## src/rtl/dcc_pkg.sv

```systemverilog
// Package holding register map, field positions and types of the channel block.
package dcc_pkg;

  // Register byte addresses chosen for this block.
  localparam logic [11:0] DCC_LITE_DEBUG_ADDR = 12'h000;
  localparam logic [11:0] DCC_FULL_CS_ADDR    = 12'h004;
  localparam logic [11:0] DCC_FULL_CFG_ADDR   = 12'h008;

  // Debug word field positions.
  localparam int DCC_DBG_LITE_BIT  = 28;
  localparam int DCC_DBG_VER_LSB   = 25;
  localparam int DCC_DBG_STATE_LSB = 16;
  localparam int DCC_DBG_ID_LSB    = 8;
  localparam int DCC_DBG_OWR_LSB   = 4;
  localparam int DCC_DBG_RDERR_BIT = 2;
  localparam int DCC_DBG_BUFERR_BIT = 1;
  localparam int DCC_DBG_LASTERR_BIT = 0;

  // Control/status word field positions.
  localparam int DCC_CS_HALT_BIT   = 31;
  localparam int DCC_CS_ABORT_BIT  = 30;
  localparam int DCC_CS_IGNDBG_BIT = 29;
  localparam int DCC_CS_WAITWR_BIT = 28;
  localparam int DCC_CS_OUTST_BIT  = 25;
  localparam int DCC_CS_BUSY_BIT   = 24;
  localparam int DCC_CS_URG_LSB    = 20;
  localparam int DCC_CS_NORM_LSB   = 16;

  // Configuration word: error reactions.
  localparam int DCC_CFG_HALTERR_BIT  = 0;
  localparam int DCC_CFG_ABORTERR_BIT = 1;

  // Constant field values and reset values.
  localparam logic       DCC_LITE_FLAG   = 1'h1;
  localparam logic [2:0] DCC_VERSION     = 3'h5; // Arbitrary version value.
  localparam logic [8:0] DCC_STATE_RESET = 9'h000;
  localparam logic [3:0] DCC_CNT_RESET   = 4'h0;
  localparam logic [3:0] DCC_WR_DEPTH    = 4'h8;
  localparam logic [3:0] DCC_RD_BURST    = 4'h4;

  // AXI response codes.
  localparam logic [1:0] DCC_RESP_OKAY   = 2'h0;
  localparam logic [1:0] DCC_RESP_SLVERR = 2'h2;

  // Channel engine states.
  typedef enum logic [8:0] {
    DCC_IDLE,
    DCC_RUN,
    DCC_DRAIN,
    DCC_WAITWR,
    DCC_NEXT
  } dcc_state_e;

  // Engine events from the data path.
  typedef struct packed {
    logic start;
    logic lenDone;
    logic wrIssue;
    logic wrResp;
    logic rdIssue;
    logic rdBeat;
    logic rdLast;
    logic rdErr;
    logic bufErr;
  } dcc_evt_s;

endpackage

```

## src/rtl/dcc_channel.sv

```systemverilog
// Channel control, status and debug logic with an AXI4-Lite register slave.
//
// Function
// Lite debug word bit 28 reads constant one.
// Debug bits 27:25 read a fixed three-bit version value.
// Debug bits 24:16 show engine state, zero after reset.
// Debug bits 15:8 show the channel's bus ID.
// Bits 7:4 count pending write responses; cleared at transfer start.
// Sticky read-response error at bit 2, write one clears.
// Sticky buffer error at bit 1, write one clears.
// Sticky missing-last error at bit 0, write one clears.
// Halt bit 31 zeroes length, finishes transfer, drains bus.
// After halt go idle, keep descriptor pointer, self-clear halt.
// Halt-on-error setting sets halt bit on an error.
// Abort bit 30 drains, then loads nonzero next descriptor.
// Abort bit clears itself when abort finishes.
// Abort-on-error setting sets abort bit on an error.
// Bit 29 set ignores debug pause; clear obeys it.
// While paused issue no new commands; resume in place.
// Bit 28 waits for write count zero before completion.
// Outstanding writes capped at internal buffer depth.
// Bit 25 set when read or write counters nonzero.
// Bit 24 set while channel operates or waits.
// Bits 23:20 give QoS while selected panic line is one.
// Software checks busy clear before gating channel clocks.
// Bits 19:16 give QoS when panic is zero or none selected.
// Halt and abort together act as halt only.
`timescale 1ns/1ps
module dcc_channel (
  input  wire logic               clk_sys,
  input  wire logic               srst,
  input  wire logic [11:0]        s_axi_awaddr,
  input  wire logic               s_axi_awvalid,
  output logic                    s_axi_awready,
  input  wire logic [31:0]        s_axi_wdata,
  input  wire logic [3:0]         s_axi_wstrb,
  input  wire logic               s_axi_wvalid,
  output logic                    s_axi_wready,
  output logic [1:0]              s_axi_bresp,
  output logic                    s_axi_bvalid,
  input  wire logic               s_axi_bready,
  input  wire logic [11:0]        s_axi_araddr,
  input  wire logic               s_axi_arvalid,
  output logic                    s_axi_arready,
  output logic [31:0]             s_axi_rdata,
  output logic [1:0]              s_axi_rresp,
  output logic                    s_axi_rvalid,
  input  wire logic               s_axi_rready,
  input  wire dcc_pkg::dcc_evt_s  evt,
  input  wire logic [7:0]         channelBusId,
  input  wire logic [31:0]        nextDescriptorPtr,
  input  wire logic               dbgPause,
  input  wire logic               panicSel,
  input  wire logic               periphSelected,
  output logic                    issueAllow,
  output logic                    lenZero,
  output logic                    loadNext,
  output logic                    transferDone,
  output logic                    channelActive,
  output logic [31:0]             descriptorAddr,
  output logic [3:0]              axiQos
);
  import dcc_pkg::*;

  // Pause and panic come from pins: two-stage synchronisers.
  logic [1:0] pauseSync_q;
  logic [1:0] panicSync_q;
  always_ff @(posedge clk_sys) begin
    if (srst) begin
      pauseSync_q <= 2'h0;
      panicSync_q <= 2'h0;
    end else begin
      pauseSync_q <= {pauseSync_q[0], dbgPause};
      panicSync_q <= {panicSync_q[0], panicSel};
    end
  end

  dcc_state_e state_q;
  logic       halt_q, abort_q, ignDbg_q, waitWr_q;
  logic [3:0] urgQos_q, normQos_q;
  logic       haltErr_q, abortErr_q;
  logic       rdErr_q, bufErr_q, lastErr_q;
  logic [3:0] owr_q, ord_q;
  logic [3:0] rdBeats_q;
  logic       lenZero_q;
  logic       wrEn, wrCsHit, wrDbgHit, wrCfgHit;
  logic       errEvt, paused, outstanding, lastMissing;

  // Write channel handshake: take address and data in either order.
  logic        awHeld_q, wHeld_q;
  logic [11:0] awAddr_q;
  logic [31:0] wData_q;
  logic [3:0]  wStrb_q;
  assign s_axi_awready = !awHeld_q && !s_axi_bvalid;
  assign s_axi_wready  = !wHeld_q && !s_axi_bvalid;
  always_ff @(posedge clk_sys) begin
    if (srst) begin
      awHeld_q <= 1'b0;
      wHeld_q  <= 1'b0;
      awAddr_q <= 12'h000;
      wData_q  <= 32'h0000_0000;
      wStrb_q  <= 4'h0;
    end else if (wrEn) begin
      awHeld_q <= 1'b0;
      wHeld_q  <= 1'b0;
    end else begin
      if (s_axi_awvalid && s_axi_awready) begin
        awHeld_q <= 1'b1;
        awAddr_q <= s_axi_awaddr;
      end
      if (s_axi_wvalid && s_axi_wready) begin
        wHeld_q <= 1'b1;
        wData_q <= s_axi_wdata;
        wStrb_q <= s_axi_wstrb;
      end
    end
  end

  // A write acts once both halves are held; unmapped gives SLVERR.
  assign wrEn     = awHeld_q && wHeld_q;
  assign wrCsHit  = wrEn && awAddr_q == DCC_FULL_CS_ADDR;
  assign wrDbgHit = wrEn && awAddr_q == DCC_LITE_DEBUG_ADDR;
  assign wrCfgHit = wrEn && awAddr_q == DCC_FULL_CFG_ADDR;
  always_ff @(posedge clk_sys) begin
    if (srst) begin
      s_axi_bvalid <= 1'b0;
      s_axi_bresp  <= DCC_RESP_OKAY;
    end else if (wrEn) begin
      s_axi_bvalid <= 1'b1;
      s_axi_bresp  <= (wrCsHit || wrDbgHit || wrCfgHit) ?
                      DCC_RESP_OKAY : DCC_RESP_SLVERR;
    end else if (s_axi_bready) begin
      s_axi_bvalid <= 1'b0;
    end
  end

  // Software-owned control fields, byte lanes honoured.
  always_ff @(posedge clk_sys) begin
    if (srst) begin
      ignDbg_q   <= 1'b0;
      waitWr_q   <= 1'b0;
      urgQos_q   <= 4'h0;
      normQos_q  <= 4'h0;
      haltErr_q  <= 1'b0;
      abortErr_q <= 1'b0;
    end else begin
      if (wrCsHit && wStrb_q[3]) begin
        ignDbg_q <= wData_q[DCC_CS_IGNDBG_BIT];
        waitWr_q <= wData_q[DCC_CS_WAITWR_BIT];
      end
      if (wrCsHit && wStrb_q[2]) begin
        urgQos_q  <= wData_q[DCC_CS_URG_LSB +: 4];
        normQos_q <= wData_q[DCC_CS_NORM_LSB +: 4];
      end
      if (wrCfgHit && wStrb_q[0]) begin
        haltErr_q  <= wData_q[DCC_CFG_HALTERR_BIT];
        abortErr_q <= wData_q[DCC_CFG_ABORTERR_BIT];
      end
    end
  end

  // Missing last: the burst's final beat lacks the last flag.
  assign lastMissing = evt.rdBeat && rdBeats_q == 4'h1 && !evt.rdLast;
  assign errEvt = evt.rdErr || evt.bufErr || lastMissing;

  // Sticky error flags; a new error wins over a write-one clear.
  always_ff @(posedge clk_sys) begin
    if (srst) begin
      rdErr_q   <= 1'b0;
      bufErr_q  <= 1'b0;
      lastErr_q <= 1'b0;
    end else begin
      rdErr_q <= evt.rdErr || (rdErr_q && !(wrDbgHit && wStrb_q[0] &&
                 wData_q[DCC_DBG_RDERR_BIT]));
      bufErr_q <= evt.bufErr || (bufErr_q && !(wrDbgHit && wStrb_q[0] &&
                  wData_q[DCC_DBG_BUFERR_BIT]));
      lastErr_q <= lastMissing || (lastErr_q && !(wrDbgHit &&
                   wStrb_q[0] && wData_q[DCC_DBG_LASTERR_BIT]));
    end
  end

  // Beats left in the current read burst; rdIssue loads a burst of 4.
  always_ff @(posedge clk_sys) begin
    if (srst) begin
      rdBeats_q <= DCC_CNT_RESET;
    end else if (evt.rdIssue && issueAllow) begin
      rdBeats_q <= DCC_RD_BURST;
    end else if (evt.rdBeat && rdBeats_q != 4'h0) begin
      rdBeats_q <= rdBeats_q - 4'h1;
    end
  end

  // Outstanding write responses and read bursts.
  always_ff @(posedge clk_sys) begin
    if (srst || evt.start) begin
      owr_q <= DCC_CNT_RESET;
    end else begin
      case ({evt.wrIssue && issueAllow, evt.wrResp && owr_q != 4'h0})
        2'b10: owr_q <= owr_q + 4'h1;
        2'b01: owr_q <= owr_q - 4'h1;
        default: owr_q <= owr_q;
      endcase
    end
  end
  always_ff @(posedge clk_sys) begin
    if (srst || evt.start) begin
      ord_q <= DCC_CNT_RESET;
    end else begin
      case ({evt.rdIssue && issueAllow,
             evt.rdBeat && evt.rdLast && ord_q != 4'h0})
        2'b10: ord_q <= ord_q + 4'h1;
        2'b01: ord_q <= ord_q - 4'h1;
        default: ord_q <= ord_q;
      endcase
    end
  end
  assign outstanding = owr_q != 4'h0 || ord_q != 4'h0;

  // Pause gates new commands only, so state is kept in place.
  assign paused = pauseSync_q[1] && !ignDbg_q;
  assign issueAllow = state_q == DCC_RUN && !paused && !lenZero_q &&
                      owr_q < DCC_WR_DEPTH;

  // Halt and abort: software or error sets, finishing sequence clears.
  logic stopDone;
  assign stopDone = state_q == DCC_DRAIN && !outstanding;
  always_ff @(posedge clk_sys) begin
    if (srst) begin
      halt_q  <= 1'b0;
      abort_q <= 1'b0;
    end else begin
      if ((wrCsHit && wStrb_q[3] && wData_q[DCC_CS_HALT_BIT]) ||
          (errEvt && haltErr_q)) begin
        halt_q <= 1'b1;
      end else if (stopDone || state_q == DCC_IDLE) begin
        halt_q <= 1'b0;
      end
      if (wrCsHit && wStrb_q[3] && wData_q[DCC_CS_HALT_BIT]) begin
        abort_q <= 1'b0;
      end else if ((wrCsHit && wStrb_q[3] && wData_q[DCC_CS_ABORT_BIT]) ||
                   (errEvt && abortErr_q)) begin
        abort_q <= 1'b1;
      end else if (stopDone || state_q == DCC_IDLE) begin
        abort_q <= 1'b0;
      end
    end
  end

  // Length counters zeroed for a halt or abort, freed for a new descriptor.
  always_ff @(posedge clk_sys) begin
    if (srst) begin
      lenZero_q <= 1'b0;
    end else if (evt.start || loadNext) begin
      lenZero_q <= 1'b0;
    end else if (halt_q || abort_q) begin
      lenZero_q <= 1'b1;
    end
  end
  assign lenZero = lenZero_q;

  // Engine sequence.
  always_ff @(posedge clk_sys) begin
    if (srst) begin
      state_q <= DCC_IDLE;
    end else begin
      case (state_q)
        DCC_IDLE: if (evt.start) state_q <= DCC_RUN;
        DCC_RUN: begin
          if (halt_q || abort_q) begin
            state_q <= DCC_DRAIN;
          end else if (evt.lenDone) begin
            state_q <= waitWr_q ? DCC_WAITWR : DCC_NEXT;
          end
        end
        DCC_WAITWR: if (owr_q == 4'h0) state_q <= DCC_NEXT;
        DCC_DRAIN: begin
          if (!outstanding) begin
            if (halt_q) begin
              state_q <= DCC_IDLE;
            end else if (nextDescriptorPtr != 32'h0000_0000) begin
              state_q <= DCC_RUN;
            end else begin
              state_q <= DCC_IDLE;
            end
          end
        end
        DCC_NEXT: state_q <= DCC_IDLE;
        default: state_q <= DCC_IDLE;
      endcase
    end
  end

  // Descriptor pointer keeps the aborted descriptor on halt.
  assign loadNext = stopDone && !halt_q &&
                    nextDescriptorPtr != 32'h0000_0000;
  always_ff @(posedge clk_sys) begin
    if (srst) begin
      descriptorAddr <= 32'h0000_0000;
    end else if (loadNext) begin
      descriptorAddr <= nextDescriptorPtr;
    end
  end

  // Completion pulse and activity flag.
  always_ff @(posedge clk_sys) begin
    if (srst) begin
      transferDone <= 1'b0;
    end else begin
      transferDone <= state_q == DCC_NEXT;
    end
  end
  assign channelActive = state_q != DCC_IDLE;
  always_ff @(posedge clk_sys) begin
    if (srst) begin
      axiQos <= 4'h0;
    end else if (panicSync_q[1] && periphSelected) begin
      axiQos <= urgQos_q;
    end else begin
      axiQos <= normQos_q;
    end
  end

  // Read channel: one read in flight, answer one cycle after address.
  logic [31:0] rdWord;
  always_comb begin
    rdWord = 32'h0000_0000;
    case (s_axi_araddr)
      DCC_LITE_DEBUG_ADDR: begin
        rdWord[DCC_DBG_LITE_BIT] = DCC_LITE_FLAG;
        rdWord[DCC_DBG_VER_LSB +: 3] = DCC_VERSION;
        rdWord[DCC_DBG_STATE_LSB +: 9] = state_q;
        rdWord[DCC_DBG_ID_LSB +: 8] = channelBusId;
        rdWord[DCC_DBG_OWR_LSB +: 4] = owr_q;
        rdWord[DCC_DBG_RDERR_BIT] = rdErr_q;
        rdWord[DCC_DBG_BUFERR_BIT] = bufErr_q;
        rdWord[DCC_DBG_LASTERR_BIT] = lastErr_q;
      end
      DCC_FULL_CS_ADDR: begin
        rdWord[DCC_CS_HALT_BIT] = halt_q;
        rdWord[DCC_CS_ABORT_BIT] = abort_q;
        rdWord[DCC_CS_IGNDBG_BIT] = ignDbg_q;
        rdWord[DCC_CS_WAITWR_BIT] = waitWr_q;
        rdWord[DCC_CS_OUTST_BIT] = outstanding;
        rdWord[DCC_CS_BUSY_BIT] = channelActive || outstanding;
        rdWord[DCC_CS_URG_LSB +: 4] = urgQos_q;
        rdWord[DCC_CS_NORM_LSB +: 4] = normQos_q;
      end
      DCC_FULL_CFG_ADDR: begin
        rdWord[DCC_CFG_HALTERR_BIT] = haltErr_q;
        rdWord[DCC_CFG_ABORTERR_BIT] = abortErr_q;
      end
      default: rdWord = 32'h0000_0000;
    endcase
  end
  assign s_axi_arready = !s_axi_rvalid;
  always_ff @(posedge clk_sys) begin
    if (srst) begin
      s_axi_rvalid <= 1'b0;
      s_axi_rdata  <= 32'h0000_0000;
      s_axi_rresp  <= DCC_RESP_OKAY;
    end else if (s_axi_arvalid && s_axi_arready) begin
      s_axi_rvalid <= 1'b1;
      s_axi_rdata  <= rdWord;
      s_axi_rresp  <= (s_axi_araddr == DCC_LITE_DEBUG_ADDR ||
                       s_axi_araddr == DCC_FULL_CS_ADDR ||
                       s_axi_araddr == DCC_FULL_CFG_ADDR) ?
                      DCC_RESP_OKAY : DCC_RESP_SLVERR;
    end else if (s_axi_rready) begin
      s_axi_rvalid <= 1'b0;
    end
  end

  // Checks on the engine behaviour.
  rd_err_sticky_a: assert property (@(posedge clk_sys) disable iff (srst)
    evt.rdErr |=> rdErr_q) else $error("read error flag not set");
  wr_cap_a: assert property (@(posedge clk_sys) disable iff (srst)
    owr_q <= DCC_WR_DEPTH) else $error("write count above depth");
  no_issue_pause_a: assert property (@(posedge clk_sys) disable iff (srst)
    paused |-> !issueAllow) else $error("issue while paused");
  halt_idle_a: assert property (@(posedge clk_sys) disable iff (srst)
    (stopDone && halt_q) |=> state_q == DCC_IDLE && !halt_q)
    else $error("halt did not finish in idle");
  halt_no_load_a: assert property (@(posedge clk_sys) disable iff (srst)
    halt_q |-> !loadNext) else $error("halt loaded next descriptor");
  wait_wr_a: assert property (@(posedge clk_sys) disable iff (srst)
    transferDone |-> $past(owr_q) == 4'h0 || !waitWr_q)
    else $error("done with writes pending");
  abort_clear_a: assert property (@(posedge clk_sys) disable iff (srst)
    (stopDone && abort_q && !halt_q && !wrCsHit && !errEvt) |=> !abort_q)
    else $error("abort did not self-clear");
  qos_sel_a: assert property (@(posedge clk_sys) disable iff (srst)
    (panicSync_q[1] && periphSelected) |=> axiQos == $past(urgQos_q))
    else $error("urgent qos not applied");
  start_clr_a: assert property (@(posedge clk_sys) disable iff (srst)
    evt.start |=> owr_q == 4'h0) else $error("count not cleared");
  halt_cov: cover property (@(posedge clk_sys) stopDone && halt_q);
  abort_cov: cover property (@(posedge clk_sys) loadNext);
  wait_cov: cover property (@(posedge clk_sys) state_q == DCC_WAITWR);
endmodule

```

## config.mk

```make
export PLATFORM = sky130hd
export DESIGN_NAME = dcc_channel
export DESIGN_NICKNAME = d
export VERILOG_FILES = /design/src/rtl/dcc_pkg.sv /design/src/rtl/dcc_channel.sv
export SDC_FILE = /design/constraint.sdc
export NUM_CORES = 1
export LEC_CHECK = 0
export CORE_MARGIN = 10
export CORE_UTILIZATION = 50
export DETAILED_ROUTE_END_ITERATION = 8
export DONT_BUFFER_PORTS = 1
export PLACE_DENSITY = 0.61
export SYNTH_ARGS = -nofsm -noshare
export SYNTH_HDL_FRONTEND = slang
export SYNTH_SLANG_ARGS = --single-unit
```

## constraint.sdc

```tcl
create_clock -name clk_sys -period 4.95 [get_ports clk_sys]
set_input_delay 0.495 -clock clk_sys [delete_from_list [all_inputs] [get_ports clk_sys]]
set_output_delay 0.495 -clock clk_sys [all_outputs]
set_load 0.02 [all_outputs]
```

==> flow_metrics.env <==
export IMPL_hp_class="in -> reg"
export IMPL_drv_slew=0
export IMPL_diodes=0
export IMPL_antenna_found_initial=0
export IMPL_gp_congestion=0.7500
export IMPL_ir_drop_v=0.0002234
export IMPL_ys_types=59
export IMPL_netlist_area_sq_um=5929
export IMPL_grt_pass1_vias=4077
export IMPL_detail_route_wl_per_cell_um=18.49
export IMPL_seq_area_frac_synth_pct=47.27
export IMPL_dp_cells=746
export IMPL_cp_required_ns=5.29
export IMPL_vias=4322
export IMPL_postRouteAntennaNets=0
export IMPL_finClkSkew_ns=0.006520
export IMPL_synth_common_cells="dfxtp_1, nand2_1, nand2b_1"
export IMPL_overflow=0
export IMPL_ys_async_sr_fraction_pct=0
export IMPL_port_buffers=0
export IMPL_cellLeakagePower_uw=0.002464
export IMPL_finalCriticalPeriod_ns=3.065
export IMPL_setup_ws_ns=1.885
export IMPL_rsz0062_at_grt="no"
export IMPL_die_area_sq_um=16620
export IMPL_tritoncts="built"
export IMPL_clockRootBuffer="clkbuf_16"
export IMPL_yosysTopAreaCellShare_pct=47.27
export IMPL_crit_path_start_kind="register"
export IMPL_hold_viol_final=0
export IMPL_crit_type="reg -> reg"
export IMPL_synth_ff_type="dfxtp_1"
export IMPL_ios=201
export IMPL_area_growth_pct=9.897
export IMPL_clk_latency_ns=0.41
export IMPL_power_uw=2790
export IMPL_dpl_worst_slack_ns=1.892
export IMPL_maxSlewHeadroom_pct=28.90
export IMPL_hold_worst_slack_ns=0.1797
export IMPL_ys_top_cells_by_area="dfxtp_1, mux2i_1, nand2b_1"
export IMPL_power_density_nw_per_um2=428.2
export IMPL_htreeDepth=4
export IMPL_drt_iter0_drc=237
export IMPL_grt_util_all_layers_pct=16.71
export IMPL_final_cells=778
export IMPL_yosysTopAreaCell="dfxtp_1"
export IMPL_endpoint_kind="register"
export IMPL_grt_max_degree=144
export IMPL_arrival_ns=3.41
export IMPL_die_w_um=128.9
export IMPL_tns_ns=0
export IMPL_syn_mean_instance_area_sq_um=9.294
export IMPL_fin_crit_sh_pct=61.91
export IMPL_fp_dieH_um=128.9
export IMPL_routed_wl_mm=14.39
export IMPL_grt_pass1_wl_mm=22.07
export IMPL_vias_per_cell=5.555
export IMPL_yosys_cell_count_top_type="dfxtp_1"
export IMPL_netlist_instances=638
export IMPL_cp_max_fo=11
export IMPL_drc_errors=0
export IMPL_cts_buffers=17
export IMPL_yosysWarnings=0
export IMPL_cts_sinks=140
export IMPL_synth_edf_count=0
export IMPL_outcome="completed"
export IMPL_start_util_pct=51.49
export IMPL_post_cts_resized=0
export IMPL_cap_violations=0
export IMPL_core_sq_um=11520
export IMPL_drive_gt1_share_pct=8.031
export IMPL_cts_clk_slew_worst_paths_ns=0.06
export IMPL_post_cts_buffers=0
export IMPL_ys_ff_latch=140
export IMPL_first_pass_iters=4
export IMPL_cts_hold_buf=0
export IMPL_dp_final_hpwl_mm=10.65
export IMPL_rows=39
export IMPL_worst_pin_slew_ns=1.057
export IMPL_clk_path_buf_depth=2
export IMPL_clock_fmax_mhz=326.3
export IMPL_setup_viol=0
export IMPL_final_nets=750
-- worst max-delay path: stages (launching register included) --
cell and delay (ns):
dfxtp_1 0.52, or3b_2 0.52, a2111oi_2 0.35, buf_4 0.23, nand2_1 0.11, ha_1 0.25
xor2_1 0.16, ha_1 0.18, a21oi_1 0.14, xor2_1 0.09, or3_1 0.30, a21oi_1 0.14
-- cell families (layout without fill, tap and decap cells) --
logic type,count (synthesis),count (layout),synth area share (%)
AO/OA/AOI/OAI,115,115,12.72
adder cells (fa/ha/maj),9,9,1.899
XOR/XNOR,9,9,1.329
flip-flops,140,140,47.27
buffers and inverters,50,44,3.988
multiplexers,51,51,8.715
other,1,4,0.06324
AND/OR/NAND/NOR,263,263,24.01
-- layer usage --
layer	part of all wire [%]	wire (um)	up-vias	track usage (%)
li1	-	-	2183	-
met1	43	6141	2001	19.91
met2	46	6673	127	25.76
met3	10	1443	11	7.803
met4	0.90	130	0	6.421
met5	0	0	-	0
-- final cells by class --
class	count	area (sq um)
Inverter	10	37.54
Clock inverter	11	118.9
Sequential cell	140	2803
Fill cell	1064	5000
Timing Repair Buffer	2	15.01
Multi-Input combinational cell	451	2903
Clock buffer	21	460.4
Tap cell	143	178.9
-- power breakdown --
part | leakage (uW) | switching, uW | internal [uW] | total (uW)
Sequential | 0.00114 | 84.1 | 1190 | 1280
Clock | 0.000287 | 464 | 765 | 1230
Combinational | 0.00104 | 156 | 128 | 284
Total | 0.00246 | 705 | 2090 | 2790
-- final timing paths --
check / start / endpoint / slack (ns) / depth (start not counted)
worst max-delay path: state_q[0]$_SDFFE_PP0P_ / ord_q[2]$_SDFFE_PP0P_ / 1.89 / 11
worst min-delay path: s_axi_rready / s_axi_rvalid$_SDFFE_PP0P_ / 0.18 / 1
worst max register to register: state_q[0]$_SDFFE_PP0P_ / ord_q[2]$_SDFFE_PP0P_ / 1.89 / 11
worst min register to register: panicSync_q[0]$_SDFF_PP0_ / panicSync_q[1]$_SDFF_PP0_ / 0.45 / 1
-- layout by cell type (no fill, tap or decap), types with 4 or more instances in the layout --
master       n
nor2b_1      7
and3b_1      4
clkinv_2     5
nand3_1     11
a22oi_1      5
nand2_1     86
nor2_1      35
nor4_1      15
inv_1       10
ha_1         9
clkbuf_16   17
o21ai_0     11
nand2b_1    65
xor2_1       7
and2_1       5
a21oi_1     52
a22o_1      21
mux2i_1     46
mux2_2       5
o31ai_1      4
dfxtp_1    140
nor3_1       6
conb_1       4
-- stage by stage --
step	cell area (sq um)	utilization (%)
2_1_floorplan	5941	-
3_3_place_gp	5937	51.55
3_5_place_dp	5937	51.55
4_1_cts	6516	56.58
5_1_grt	6516	56.58
6_report	6516	56.58
-- state kept, by name (all words and copies together), names as in the netlist, 12 cells and up --
register / count
awAddr_q: 12
s_axi_rdata: 30
descriptorAddr: 32
wData_q: 15
(Power assumes the default switching activity.)
